<file path="src/design/stpw_consts.svh">
`ifndef STPW_CONSTS_SVH
`define STPW_CONSTS_SVH

// register byte offsets
`define STPW_OFS_RESTART_CTRL 8'h00
`define STPW_OFS_PERIOD 8'h04
`define STPW_OFS_WDOG 8'h08
`define STPW_OFS_SEC_PRESCALE 8'h0C
`define STPW_OFS_EVENT_FLAGS 8'h10
`define STPW_OFS_IRQ_SET 8'h14
`define STPW_OFS_IRQ_CLEAR 8'h18
`define STPW_OFS_IRQ_VIEW 8'h1C
`define STPW_OFS_ALARM 8'h20
`define STPW_OFS_SEC_COUNT 8'h24

// field positions
`define STPW_RESTART_BIT 0
`define STPW_OVERFLOW_RESET_ENABLE_BIT 16
`define STPW_EXTERNAL_PULSE_ENABLE_BIT 17
`define STPW_FLAG_PERIOD 0
`define STPW_FLAG_WDOG 1
`define STPW_FLAG_SECINC 2
`define STPW_FLAG_ALARM 3

// reset values
`define STPW_RST_PERIOD 32'h00000000
`define STPW_RST_WDOG 32'h00020000
`define STPW_RST_SEC_PRESCALE 32'h00008000
`define STPW_RST_ALARM 32'h00000000

// timing counts, in slow clock cycles
`define STPW_WDOG_DIV 128
`define STPW_EXT_PULSE_CYCLES 8

`endif

</file>
<file path="src/design/stpw_pkg.sv">
package stpw_pkg;
    typedef enum logic [1:0] {
        STPW_BUS_IDLE = 2'b01,
        STPW_BUS_DONE = 2'b10
    } stpw_bus_state_t;

    typedef logic [3:0] stpw_flags_t;
endpackage : stpw_pkg

</file>
<file path="src/design/stpw_top.sv">
`include "stpw_consts.svh"

module stpw_top #(
    parameter int PIT_W = 16,
    parameter int WDG_W = 16,
    parameter int SEC_W = 20,
    parameter int SPRE_W = 16
) (
    input wire logic I_CLK,
    input wire logic I_RST_N,
    input wire logic I_CE,
    input wire logic I_SLOW_CLK,
    input wire logic I_PSEL,
    input wire logic I_PENABLE,
    input wire logic I_PWRITE,
    input wire logic [7:0] I_PADDR,
    input wire logic [31:0] I_PWDATA,
    output logic O_PREADY,
    output logic [31:0] O_PRDATA,
    output logic O_PSLVERR,
    output logic O_IRQ,
    output logic O_OVF_N,
    output logic O_WDOG_RST
);
    localparam logic [6:0] WDG_PRE_LAST = 7'(`STPW_WDOG_DIV - 1);
    localparam logic [3:0] EXT_CYC = 4'(`STPW_EXT_PULSE_CYCLES);
    localparam logic [31:0] RST_WDOG = `STPW_RST_WDOG;
    localparam logic [31:0] RST_SPRE = `STPW_RST_SEC_PRESCALE;
    localparam logic [31:0] RST_ALARM = `STPW_RST_ALARM;

    // slow clock sampling
    logic [2:0] slow_sync;
    logic slow_lvl;
    logic slow_tick;

    // bus slave
    stpw_pkg::stpw_bus_state_t bus_state;
    logic bus_done;
    logic wr_done;
    logic rd_flags_done;
    logic addr_hit;
    logic [31:0] next_rdata;

    // register file
    logic [PIT_W-1:0] period_value;
    logic [WDG_W-1:0] watchdog_value;
    logic overflow_reset_enable;
    logic external_pulse_enable;
    logic [SPRE_W-1:0] secp;
    logic [SEC_W-1:0] alarm;
    stpw_pkg::stpw_flags_t flags;
    stpw_pkg::stpw_flags_t mask;

    // timers
    logic [PIT_W-1:0] pit_cnt;
    logic [WDG_W-1:0] wdg_cnt;
    logic [6:0] wdg_pre;
    logic [3:0] ext_cnt;
    logic [SPRE_W-1:0] sec_pre;
    logic [SEC_W-1:0] sec_cnt;

    logic pit_wr;
    logic wdm_wr;
    logic cr_wr;
    logic sec_wr;
    logic alm_wr;
    logic ier_wr;
    logic idr_wr;
    logic wdg_restart;
    logic pit_evt;
    logic wdg_ovf;
    logic sec_adv;
    logic alarm_evt;
    stpw_pkg::stpw_flags_t flag_set;
    stpw_pkg::stpw_flags_t flag_clr;

    // slow clock edge: change accepted when stages two and three agree
    // slow clock tick
    always_ff @(posedge I_CLK) begin
        if (!I_RST_N) begin
            slow_sync <= 3'h0;
            slow_lvl <= 1'b0;
            slow_tick <= 1'b0;
        end else if (I_CE) begin
            slow_sync <= {slow_sync[1:0], I_SLOW_CLK};
            if (slow_sync[1] == slow_sync[2]) begin
                slow_lvl <= slow_sync[2];
            end
            slow_tick <= (slow_sync[1] == slow_sync[2]) && slow_sync[2] && !slow_lvl;
        end
    end

    // bus: access completes on the second edge after penable rises
    assign bus_done = I_PSEL && I_PENABLE && O_PREADY;
    assign wr_done = bus_done && I_PWRITE;
    assign rd_flags_done = bus_done && !I_PWRITE && (I_PADDR == `STPW_OFS_EVENT_FLAGS);
    assign pit_wr = wr_done && (I_PADDR == `STPW_OFS_PERIOD);
    assign wdm_wr = wr_done && (I_PADDR == `STPW_OFS_WDOG);
    assign cr_wr = wr_done && (I_PADDR == `STPW_OFS_RESTART_CTRL);
    assign sec_wr = wr_done && (I_PADDR == `STPW_OFS_SEC_PRESCALE);
    assign alm_wr = wr_done && (I_PADDR == `STPW_OFS_ALARM);
    assign ier_wr = wr_done && (I_PADDR == `STPW_OFS_IRQ_SET);
    assign idr_wr = wr_done && (I_PADDR == `STPW_OFS_IRQ_CLEAR);
    assign wdg_restart = cr_wr && I_PWDATA[`STPW_RESTART_BIT];

    always_comb begin
        next_rdata = 32'h00000000;
        addr_hit = 1'b1;
        unique case (I_PADDR)
            `STPW_OFS_RESTART_CTRL: next_rdata = 32'h00000000;
            `STPW_OFS_PERIOD: next_rdata[PIT_W-1:0] = period_value;
            `STPW_OFS_WDOG: begin
                next_rdata[WDG_W-1:0] = watchdog_value;
                next_rdata[`STPW_OVERFLOW_RESET_ENABLE_BIT] = overflow_reset_enable;
                next_rdata[`STPW_EXTERNAL_PULSE_ENABLE_BIT] = external_pulse_enable;
            end
            `STPW_OFS_SEC_PRESCALE: next_rdata[SPRE_W-1:0] = secp;
            `STPW_OFS_EVENT_FLAGS: next_rdata[3:0] = flags;
            `STPW_OFS_IRQ_SET: next_rdata = 32'h00000000;
            `STPW_OFS_IRQ_CLEAR: next_rdata = 32'h00000000;
            `STPW_OFS_IRQ_VIEW: next_rdata[3:0] = mask;
            `STPW_OFS_ALARM: next_rdata[SEC_W-1:0] = alarm;
            `STPW_OFS_SEC_COUNT: next_rdata[SEC_W-1:0] = sec_cnt;
            default: addr_hit = 1'b0;
        endcase
    end

    always_ff @(posedge I_CLK) begin
        if (!I_RST_N) begin
            bus_state <= stpw_pkg::STPW_BUS_IDLE;
            O_PREADY <= 1'b0;
            O_PRDATA <= 32'h00000000;
            O_PSLVERR <= 1'b0;
        end else if (I_CE) begin
            unique case (bus_state)
                stpw_pkg::STPW_BUS_IDLE: begin
                    if (I_PSEL && I_PENABLE) begin
                        bus_state <= stpw_pkg::STPW_BUS_DONE;
                        O_PREADY <= 1'b1;
                        O_PRDATA <= I_PWRITE ? 32'h00000000 : next_rdata;
                        O_PSLVERR <= !addr_hit;
                    end
                end
                stpw_pkg::STPW_BUS_DONE: begin
                    bus_state <= stpw_pkg::STPW_BUS_IDLE;
                    O_PREADY <= 1'b0;
                    O_PSLVERR <= 1'b0;
                end
            endcase
        end
    end

    // period counter load
    // counter holds remaining ticks minus one, so value zero wraps to full range
    always_ff @(posedge I_CLK) begin
        if (!I_RST_N) begin
            period_value <= PIT_W'(`STPW_RST_PERIOD);
            pit_cnt <= PIT_W'(`STPW_RST_PERIOD) - 1'b1;
        end else if (I_CE) begin
            if (pit_wr) begin
                period_value <= I_PWDATA[PIT_W-1:0];
                pit_cnt <= I_PWDATA[PIT_W-1:0] - 1'b1;
            end else if (slow_tick) begin
                pit_cnt <= (pit_cnt == '0) ? period_value - 1'b1 : pit_cnt - 1'b1;
            end
        end
    end

    assign pit_evt = slow_tick && (pit_cnt == '0) && !pit_wr;

    always_ff @(posedge I_CLK) begin
        if (!I_RST_N) begin
            watchdog_value <= RST_WDOG[WDG_W-1:0];
            overflow_reset_enable <= RST_WDOG[`STPW_OVERFLOW_RESET_ENABLE_BIT];
            external_pulse_enable <= RST_WDOG[`STPW_EXTERNAL_PULSE_ENABLE_BIT];
        end else if (I_CE && wdm_wr) begin
            watchdog_value <= I_PWDATA[WDG_W-1:0];
            overflow_reset_enable <= I_PWDATA[`STPW_OVERFLOW_RESET_ENABLE_BIT];
            external_pulse_enable <= I_PWDATA[`STPW_EXTERNAL_PULSE_ENABLE_BIT];
        end
    end

    always_ff @(posedge I_CLK) begin
        if (!I_RST_N) begin
            wdg_pre <= 7'h00;
            wdg_cnt <= RST_WDOG[WDG_W-1:0] - 1'b1;
        end else if (I_CE) begin
            if (wdg_restart) begin
                wdg_pre <= 7'h00;
                wdg_cnt <= watchdog_value - 1'b1;
            end else if (slow_tick) begin
                wdg_pre <= wdg_pre + 7'h01;
                if (wdg_pre == WDG_PRE_LAST) begin
                    wdg_cnt <= (wdg_cnt == '0) ? watchdog_value - 1'b1 : wdg_cnt - 1'b1;
                end
            end
        end
    end

    assign wdg_ovf = slow_tick && (wdg_pre == WDG_PRE_LAST) && (wdg_cnt == '0) && !wdg_restart;

    always_ff @(posedge I_CLK) begin
        if (!I_RST_N) begin
            ext_cnt <= 4'h0;
            O_OVF_N <= 1'b1;
        end else if (I_CE) begin
            if (wdg_ovf && external_pulse_enable) begin
                ext_cnt <= EXT_CYC;
                O_OVF_N <= 1'b0;
            end else if (slow_tick && ext_cnt != 4'h0) begin
                ext_cnt <= ext_cnt - 4'h1;
                O_OVF_N <= (ext_cnt == 4'h1);
            end
        end
    end

    always_ff @(posedge I_CLK) begin
        if (!I_RST_N) begin
            O_WDOG_RST <= 1'b0;
        end else if (I_CE) begin
            O_WDOG_RST <= wdg_ovf && overflow_reset_enable;
        end
    end

    always_ff @(posedge I_CLK) begin
        if (!I_RST_N) begin
            secp <= RST_SPRE[SPRE_W-1:0];
            sec_pre <= RST_SPRE[SPRE_W-1:0] - 1'b1;
            sec_cnt <= '0;
        end else if (I_CE) begin
            if (sec_wr) begin
                secp <= I_PWDATA[SPRE_W-1:0];
                sec_pre <= I_PWDATA[SPRE_W-1:0] - 1'b1;
                sec_cnt <= '0;
            end else if (slow_tick) begin
                if (sec_pre == '0) begin
                    sec_pre <= secp - 1'b1;
                    sec_cnt <= sec_cnt + 1'b1;
                end else begin
                    sec_pre <= sec_pre - 1'b1;
                end
            end
        end
    end

    always_ff @(posedge I_CLK) begin
        if (!I_RST_N) begin
            alarm <= RST_ALARM[SEC_W-1:0];
        end else if (I_CE && alm_wr) begin
            alarm <= I_PWDATA[SEC_W-1:0];
        end
    end

    assign sec_adv = slow_tick && (sec_pre == '0) && !sec_wr;
    // match on the value being entered
    assign alarm_evt = sec_adv && (SEC_W'(sec_cnt + 1'b1) == alarm);

    // sticky flags, set beats read clear
    // only bits actually returned by the read are cleared
    always_comb begin
        flag_set = 4'h0;
        flag_set[`STPW_FLAG_PERIOD] = pit_evt;
        flag_set[`STPW_FLAG_WDOG] = wdg_ovf;
        flag_set[`STPW_FLAG_SECINC] = sec_adv;
        flag_set[`STPW_FLAG_ALARM] = alarm_evt;
        flag_clr = rd_flags_done ? O_PRDATA[3:0] : 4'h0;
    end

    always_ff @(posedge I_CLK) begin
        if (!I_RST_N) begin
            flags <= 4'h0;
        end else if (I_CE) begin
            flags <= (flags & ~flag_clr) | flag_set;
        end
    end

    always_ff @(posedge I_CLK) begin
        if (!I_RST_N) begin
            mask <= 4'h0;
        end else if (I_CE) begin
            if (ier_wr) begin
                mask <= mask | I_PWDATA[3:0];
            end else if (idr_wr) begin
                mask <= mask & ~I_PWDATA[3:0];
            end
        end
    end

    always_ff @(posedge I_CLK) begin
        if (!I_RST_N) begin
            O_IRQ <= 1'b0;
        end else if (I_CE) begin
            O_IRQ <= |(flags & mask);
        end
    end
endmodule : stpw_top

</file>
<file path="config.mk">
export PLATFORM = sky130hd
export DESIGN_NAME = stpw_top
export DESIGN_NICKNAME = d
export VERILOG_FILES = /design/src/design/stpw_pkg.sv /design/src/design/stpw_top.sv
export VERILOG_INCLUDE_DIRS = /design/src /design/src/design
export SDC_FILE = /design/constraint.sdc
export NUM_CORES = 1
export LEC_CHECK = 0
export BUFFER_PORTS_ARGS = -buffer_cell sky130_fd_sc_hd__buf_2
export CORE_AREA = 2 2 106 185
export CTS_CLUSTER_SIZE = 28
export DETAILED_ROUTE_END_ITERATION = 8
export DIE_AREA = 0 0 108 187
export PLACE_DENSITY = 0.8
export SLEW_MARGIN = 0
export SYNTH_ARGS = -nofsm -noshare
export SYNTH_HDL_FRONTEND = slang
export SYNTH_SLANG_ARGS = --single-unit
</file>
<file path="constraint.sdc">
create_clock -name I_CLK -period 3.3 [get_ports I_CLK]
set_input_delay 0.33 -clock I_CLK [delete_from_list [all_inputs] [get_ports I_CLK]]
set_output_delay 0.33 -clock I_CLK [all_outputs]
set_load 0.02 [all_outputs]
</file>
# Word-level counts from Yosys, hierarchy flattened
# Cells that the tools add are included.
dict set report word_totals {
  reg_bits 201
  in_bits 47
  output_inout_bits 37
  elab_cells 151
}
dict set report classes {
  add_sub_neg 10
  eq_ne 16
  muxes 34
  n_bitwise 7
  reduce_logical 60
}
# operator count
set ops {}
lappend ops {{16-bit two-way mux} 10}
lappend ops {{16-bit by 1-bit subtractor with 16-bit output, second input constant} 7}
lappend ops {{20-bit two-way mux} 4}
lappend ops {{12-bit case mux with 5 select lines} 1}
lappend ops {{16-bit zero test} 3}
lappend ops {{8-bit by 5-bit equality test with 1-bit output, second input constant} 4}
lappend ops {{1-bit logical AND} 28}
lappend ops {{4-bit case mux with 7 select lines} 1}
lappend ops {{20-bit by 1-bit adder with 20-bit output, second input constant} 1}
lappend ops {{20-bit equality test} 1}
lappend ops {{4-bit two-way mux} 5}
lappend ops {{2-bit AND reduction} 9}
lappend ops {{8-bit by 4-bit equality test with 1-bit output, second input constant} 2}
lappend ops {{8-bit by 6-bit equality test with 1-bit output, second input constant} 2}
lappend ops {{7-bit two-way mux} 2}
lappend ops {{2-bit nonzero test} 7}
lappend ops {{4-bit bitwise AND} 3}
lappend ops {{10-bit OR reduction} 1}
lappend ops {{3-bit AND reduction} 3}
lappend ops {{8-bit by 3-bit equality test with 1-bit output, second input constant} 1}
lappend ops {{8-bit zero test} 1}
lappend ops {{4-bit NOT} 2}
lappend ops {{4-bit OR} 2}
lappend ops {{2-bit case mux with 2 select lines} 2}
lappend ops {{15 further kinds} 25}

# Logic depth before layout (Yosys ltp)
dict set report depth {
  depth_word 10
  mapped_depth 14
  mapped_depth_nobuf 12
}

# Worst setup path before layout
# Ideal clock, no wire load.
dict set report synth_path {
  kind {flip-flop to flip-flop}
  from {register sec_pre[9]}
  to {register sec_pre[12]}
  setup_time_ns 0.124
  arrival_time_ns 2.819
  required_ns 3.176
  slack_ns 0.356
  stages_incl_launch_ff 15
  path_buffers 3
  period_less_slack_ns 2.944
  path_cell_list {dfxtp_1 -> clkbuf_1 -> nor4_1 -> nand3_1 -> nor3_1 -> buf_2 -> buf_4 -> a21oi_1 -> ha_1 -> nor2b_1 -> o311ai_0 -> nor2_1 -> nand3_1 -> a21oi_1 -> a2111o_1}
}
dict set report synth_between {
  elab_chain_cells 4
  elab_cells_between_ends 5
  classes_between {add/sub (1); mux (3); reduce/logical (1)}
}
# element line_no
set synth_rtl {}
lappend synth_rtl {{start, declared} stpw_top.sv:59} ;# logic [SPRE_W-1:0] sec_pre;
lappend synth_rtl {{start signal, assigned} stpw_top.sv:228} ;# sec_pre <= RST_SPRE[SPRE_W-1:0] - 1'b1;
lappend synth_rtl {{start signal, assigned} stpw_top.sv:233} ;# sec_pre <= I_PWDATA[SPRE_W-1:0] - 1'b1;
lappend synth_rtl {{start signal, assigned} stpw_top.sv:237} ;# sec_pre <= secp - 1'b1;
lappend synth_rtl {{16-bit by 1-bit subtractor with 16-bit output or 16-bit zero test (tied branches)} {stpw_top.sv:240, stpw_top.sv:236}}
lappend synth_rtl {{16-bit two-way mux (*)} stpw_top.sv:236} ;# if (sec_pre == '0) begin
lappend synth_rtl {{16-bit two-way mux (*)} stpw_top.sv:235} ;# end else if (slow_tick) begin
lappend synth_rtl {{16-bit two-way mux (*)} stpw_top.sv:231} ;# if (sec_wr) begin
# Mark *: on every way between the ends. The rest lies on a longest branch, timed or not. The select of a mux whose other input is x is not followed.
# A chain may end at the register's enable or synchronous reset.

# Worst setup path in the final report
dict set report layout_path {
  from {register pit_cnt[14]}
  to {register pit_cnt[10]}
}
dict set report layout_between {
  elab_chain_cells 4
}
# element line_no
set layout_rtl {}
lappend layout_rtl {{start, declared} stpw_top.sv:55} ;# logic [PIT_W-1:0] pit_cnt;
lappend layout_rtl {{start signal, assigned} stpw_top.sv:158} ;# pit_cnt <= PIT_W'(`STPW_RST_PERIOD) - 1'b1;
lappend layout_rtl {{start signal, assigned} stpw_top.sv:162} ;# pit_cnt <= I_PWDATA[PIT_W-1:0] - 1'b1;
lappend layout_rtl {{start signal, assigned} stpw_top.sv:164} ;# pit_cnt <= (pit_cnt == '0) ? period_value - 1'b1 : pit_cnt - 1'b1;
lappend layout_rtl {{16-bit zero test} stpw_top.sv:164}
lappend layout_rtl {{16-bit two-way mux} stpw_top.sv:164}
lappend layout_rtl {{16-bit two-way mux} stpw_top.sv:163} ;# end else if (slow_tick) begin
lappend layout_rtl {{16-bit two-way mux} stpw_top.sv:160} ;# if (pit_wr) begin
# No other way between the ends. The select of a mux whose other input is x is not followed.

==> results by group <==
Run status
  • Status: finished with violations
  • Failing checks: design-rule violations

Clock network
  • Hold_buf cts: 0
  • CTS Root Cell: clkbuf_16
  • Clk Latency, worst-skew pair: 450 ps
  • Post-CTS Repair Setup Buffers: 0
  • Maximum clock path buffer count: 2
  • Clock slew at reported path FFs: 70 ps
  • Cts repair resizes: 0
  • Clk sinks: 188
  • Total CTS buffers: 17
  • TritonCTS clock tree: built
  • H-tree levels: 4

Setup path
  • CP Capture Type: flip-flop
  • R2R setup slack: 290 ps
  • Worst EP arrival: 3320 ps
  • Reg-to-reg critical path endpoint: pit_cnt[10]$_SDFFE_PN1P_
  • Worst R2R Start: pit_cnt[14]$_SDFFE_PN1P_
  • Startpoint Class: flip-flop
  • Max FO, Critical Path: 6
  • Reg2reg path depth: 12
  • Crit path kind: flip-flop to flip-flop
  • Worst Path Required: 3610 ps

Synth
  • YS warnings: 0
  • Sequential share of the synthesized area: 33.4%
  • Post-synth EDFFs: 0
  • Synthesized cell area: 11300 sq um
  • Synth Flop Type: dfxtp_1
  • Asr flop ratio synth: 0%
  • Syn Inst Count: 1521
  • Flops & latches, synth: 188
  • Syn avg cell area: 7.41 sq um
  • Cell variety after synth: 78

Die
  • Total die area: 20200 sq um
  • Die H: 187 um
  • Width of the die: 108 um
  • Initial core utilization: 59.7%
  • Rows: 67
  • Io pins: 84
  • Total core area: 18900 sq um

Detailed routing
  • DRC: 3
  • Vias: 12200
  • Via/cell ratio: 6.83
  • Total routed wirelength: 39100 um
  • Remaining antenna violation count: 0
  • WL/cell: 21.9 um
  • DRT Pass-1 Iters: 9
  • Starting DRT DRC Count: 1351

Timing
  • Slew margin rel.: 34.6%
  • Max Clock Skew: 9.78 ps
  • Achievable clock frequency: 332 MHz
  • Clock period minus worst slack: 3010 ps
  • Worst-Margin Slew: 981 ps
  • Final period utilization: 91.2%
  • Unrepaired setup endpoints after global routing: no
  • Slew Limit Fails: 0
  • Final Hold Viols: 0
  • # setup viols final: 0
  • Setup_tns: 0 ps

Cells and area
  • Area Overhead vs Synth: 9.64%
  • Share of cells above drive strength 1: 10.6%
  • Most frequent cells in the layout: nand2_1, dfxtp_1, a21oi_1
  • Commonest non-fill, non-tap cell in the layout: nand2_1
  • Post-route cell area: 12400 sq um
  • Nets: 1590

Placed design
  • Placer Congestion: 1.02
  • Area after DPL: 11700 sq um
  • PortBufs: 59
  • DP HPWL: 28200 um

Global route
  • Initial antenna violation count: 1
  • Gr ovfl total: 0
  • Largest net degree at the start of global routing: 83
  • Global Route Usage Sum: 38.8%
  • Vias in the first global route: 11400
  • First-pass GRT wire length: 60700 um

Hold path
  • Min-delay src: I_SLOW_CLK
  • Worst min-delay path category: input pin to flip-flop
  • Worst Hold Depth: 3
  • Hold worst-path end: slow_sync[0]$_SDFFE_PN0P_

Pwr
  • Pwr Density: 381 nW/um^2
  • Pleak: 4.41 nW
  • Worst IR Drop VDD: 0.530 mV

Run
  • Max cap viols: 0
-- per-layer routing --
layer  part of all wire, %  track usage (%)  up-vias
li1                      -                -     5557
met3                   8.5             6.55      246
met5                     0                0        -
met1                    34             42.6     5657
met2                    48             65.4      743
met4                   9.2             29.4        0
-- worst max-delay path by stage --
stage / start / endpoint / slack, ps / cells past startpoint
finish: pit_cnt[14]$_SDFFE_PN1P_ / pit_cnt[10]$_SDFFE_PN1P_ / 290 / 12
global route: pit_cnt[14]$_SDFFE_PN1P_ / pit_cnt[10]$_SDFFE_PN1P_ / 40 / 12
CTS: pit_cnt[14]$_SDFFE_PN1P_ / pit_cnt[10]$_SDFFE_PN1P_ / 360 / 12
detailed placement: pit_cnt[14]$_SDFFE_PN1P_ / pit_cnt[14]$_SDFFE_PN1P_ / 400 / 13
global placement: sec_pre[11]$_SDFFE_PN1P_ / sec_pre[12]$_SDFFE_PN1P_ / 450 / 11
floorplan: sec_pre[9]$_SDFFE_PN1P_ / sec_pre[12]$_SDFFE_PN1P_ / 360 / 14
-- worst max-delay path, cell delays in order (launching register included) --
cell	delay (ps)
dfxtp_1	440
nor4_1	80
buf_4	150
nand4_1	90
nor2_1	100
a21oi_1	250
ha_1	230
or3b_2	510
nor2_1	170
o211ai_1	210
nor4_1	340
xor2_1	190
o211ai_1	110
-- power by group --
| part | leakage [nW] | internal (mW) | total (mW) | switching [mW] |
|---|---|---|---|---|
| clock network | 0.288 | 1.24 | 2.20 | 0.959 |
| logic | 2.61 | 0.0530 | 0.226 | 0.173 |
| registers | 1.52 | 2.27 | 2.28 | 0.00532 |
| total | 4.41 | 3.57 | 4.71 | 1.14 |
-- sequential cells by signal, summed over array words and instances (netlist names), 3 cells and up, named ones only --
| register | flops |
|---|---|
| wdg_pre | 7 |
| watchdog_value | 16 |
| pit_cnt | 16 |
| O_PRDATA | 20 |
| period_value | 16 |
| ext_cnt | 4 |
| alarm | 20 |
| secp | 16 |
| flags | 4 |
| sec_cnt | 20 |
| sec_pre | 16 |
| slow_sync | 3 |
| wdg_cnt | 16 |
-- stage by stage --
stage                     hold slack (ps)  setup WS, ps  total power, mW  instances  utilization [%]
after floorplan                       448           356             2.46       1532                -
after global placement                463           453             2.55       1754             62.2
after detailed placement              469           403             2.55       1754             62.2
after CTS                             120           363             4.70       1786             65.4
after global routing                  155          38.3             4.81       1787             65.5
final                                 121           291             4.71       1787             65.5
-- area by class of cell --
class	count	area, sq um
clock inverter	11	158
multi-input combinational	1199	6920
tap	241	302
clock buffer	21	460
sequential	188	3760
antenna	1	2.50
fill	1682	6510
timing repair buffer	104	658
inverter	22	85.1
-- kinds of logic after synthesis --
family / Yosys count / synth area share [%]
xor+xnor: 68 / 5.29
simple gates: 631 / 27.0
fa+ha+maj: 11 / 1.22
flops: 188 / 33.4
compound gates: 457 / 25.5
mux: 20 / 1.80
other cells: 1 / 0.0333
buf+inv: 145 / 5.78
-- cells in the mapped netlist (8+ instances only) --
master / count / area, sq um
buf_4: 16 / 120
ha_1: 11 / 138
clkbuf_1: 75 / 282
nor2_1: 174 / 653
o21ai_0: 77 / 385
mux2i_1: 18 / 180
inv_1: 22 / 82.6
o22ai_1: 13 / 81.3
or4_1: 14 / 105
a22oi_1: 13 / 97.6
nor4_1: 25 / 156
a31oi_1: 22 / 138
nand4_1: 17 / 106
o31ai_1: 8 / 60.1
nor3_1: 42 / 210
a21oi_1: 184 / 921
and3_1: 11 / 68.8
a211oi_1: 20 / 150
xnor2_1: 28 / 245
xor2_1: 40 / 350
nand2b_1: 13 / 81.3
a22o_1: 10 / 87.6
dfxtp_1: 188 / 3760
buf_2: 25 / 125
and2_1: 10 / 62.6
nand3_1: 68 / 340
nand2_1: 190 / 713
or3_1: 16 / 100
a222oi_1: 20 / 200
o211ai_1: 22 / 165
No activity file was read; power rests on OpenSTA's default activity.
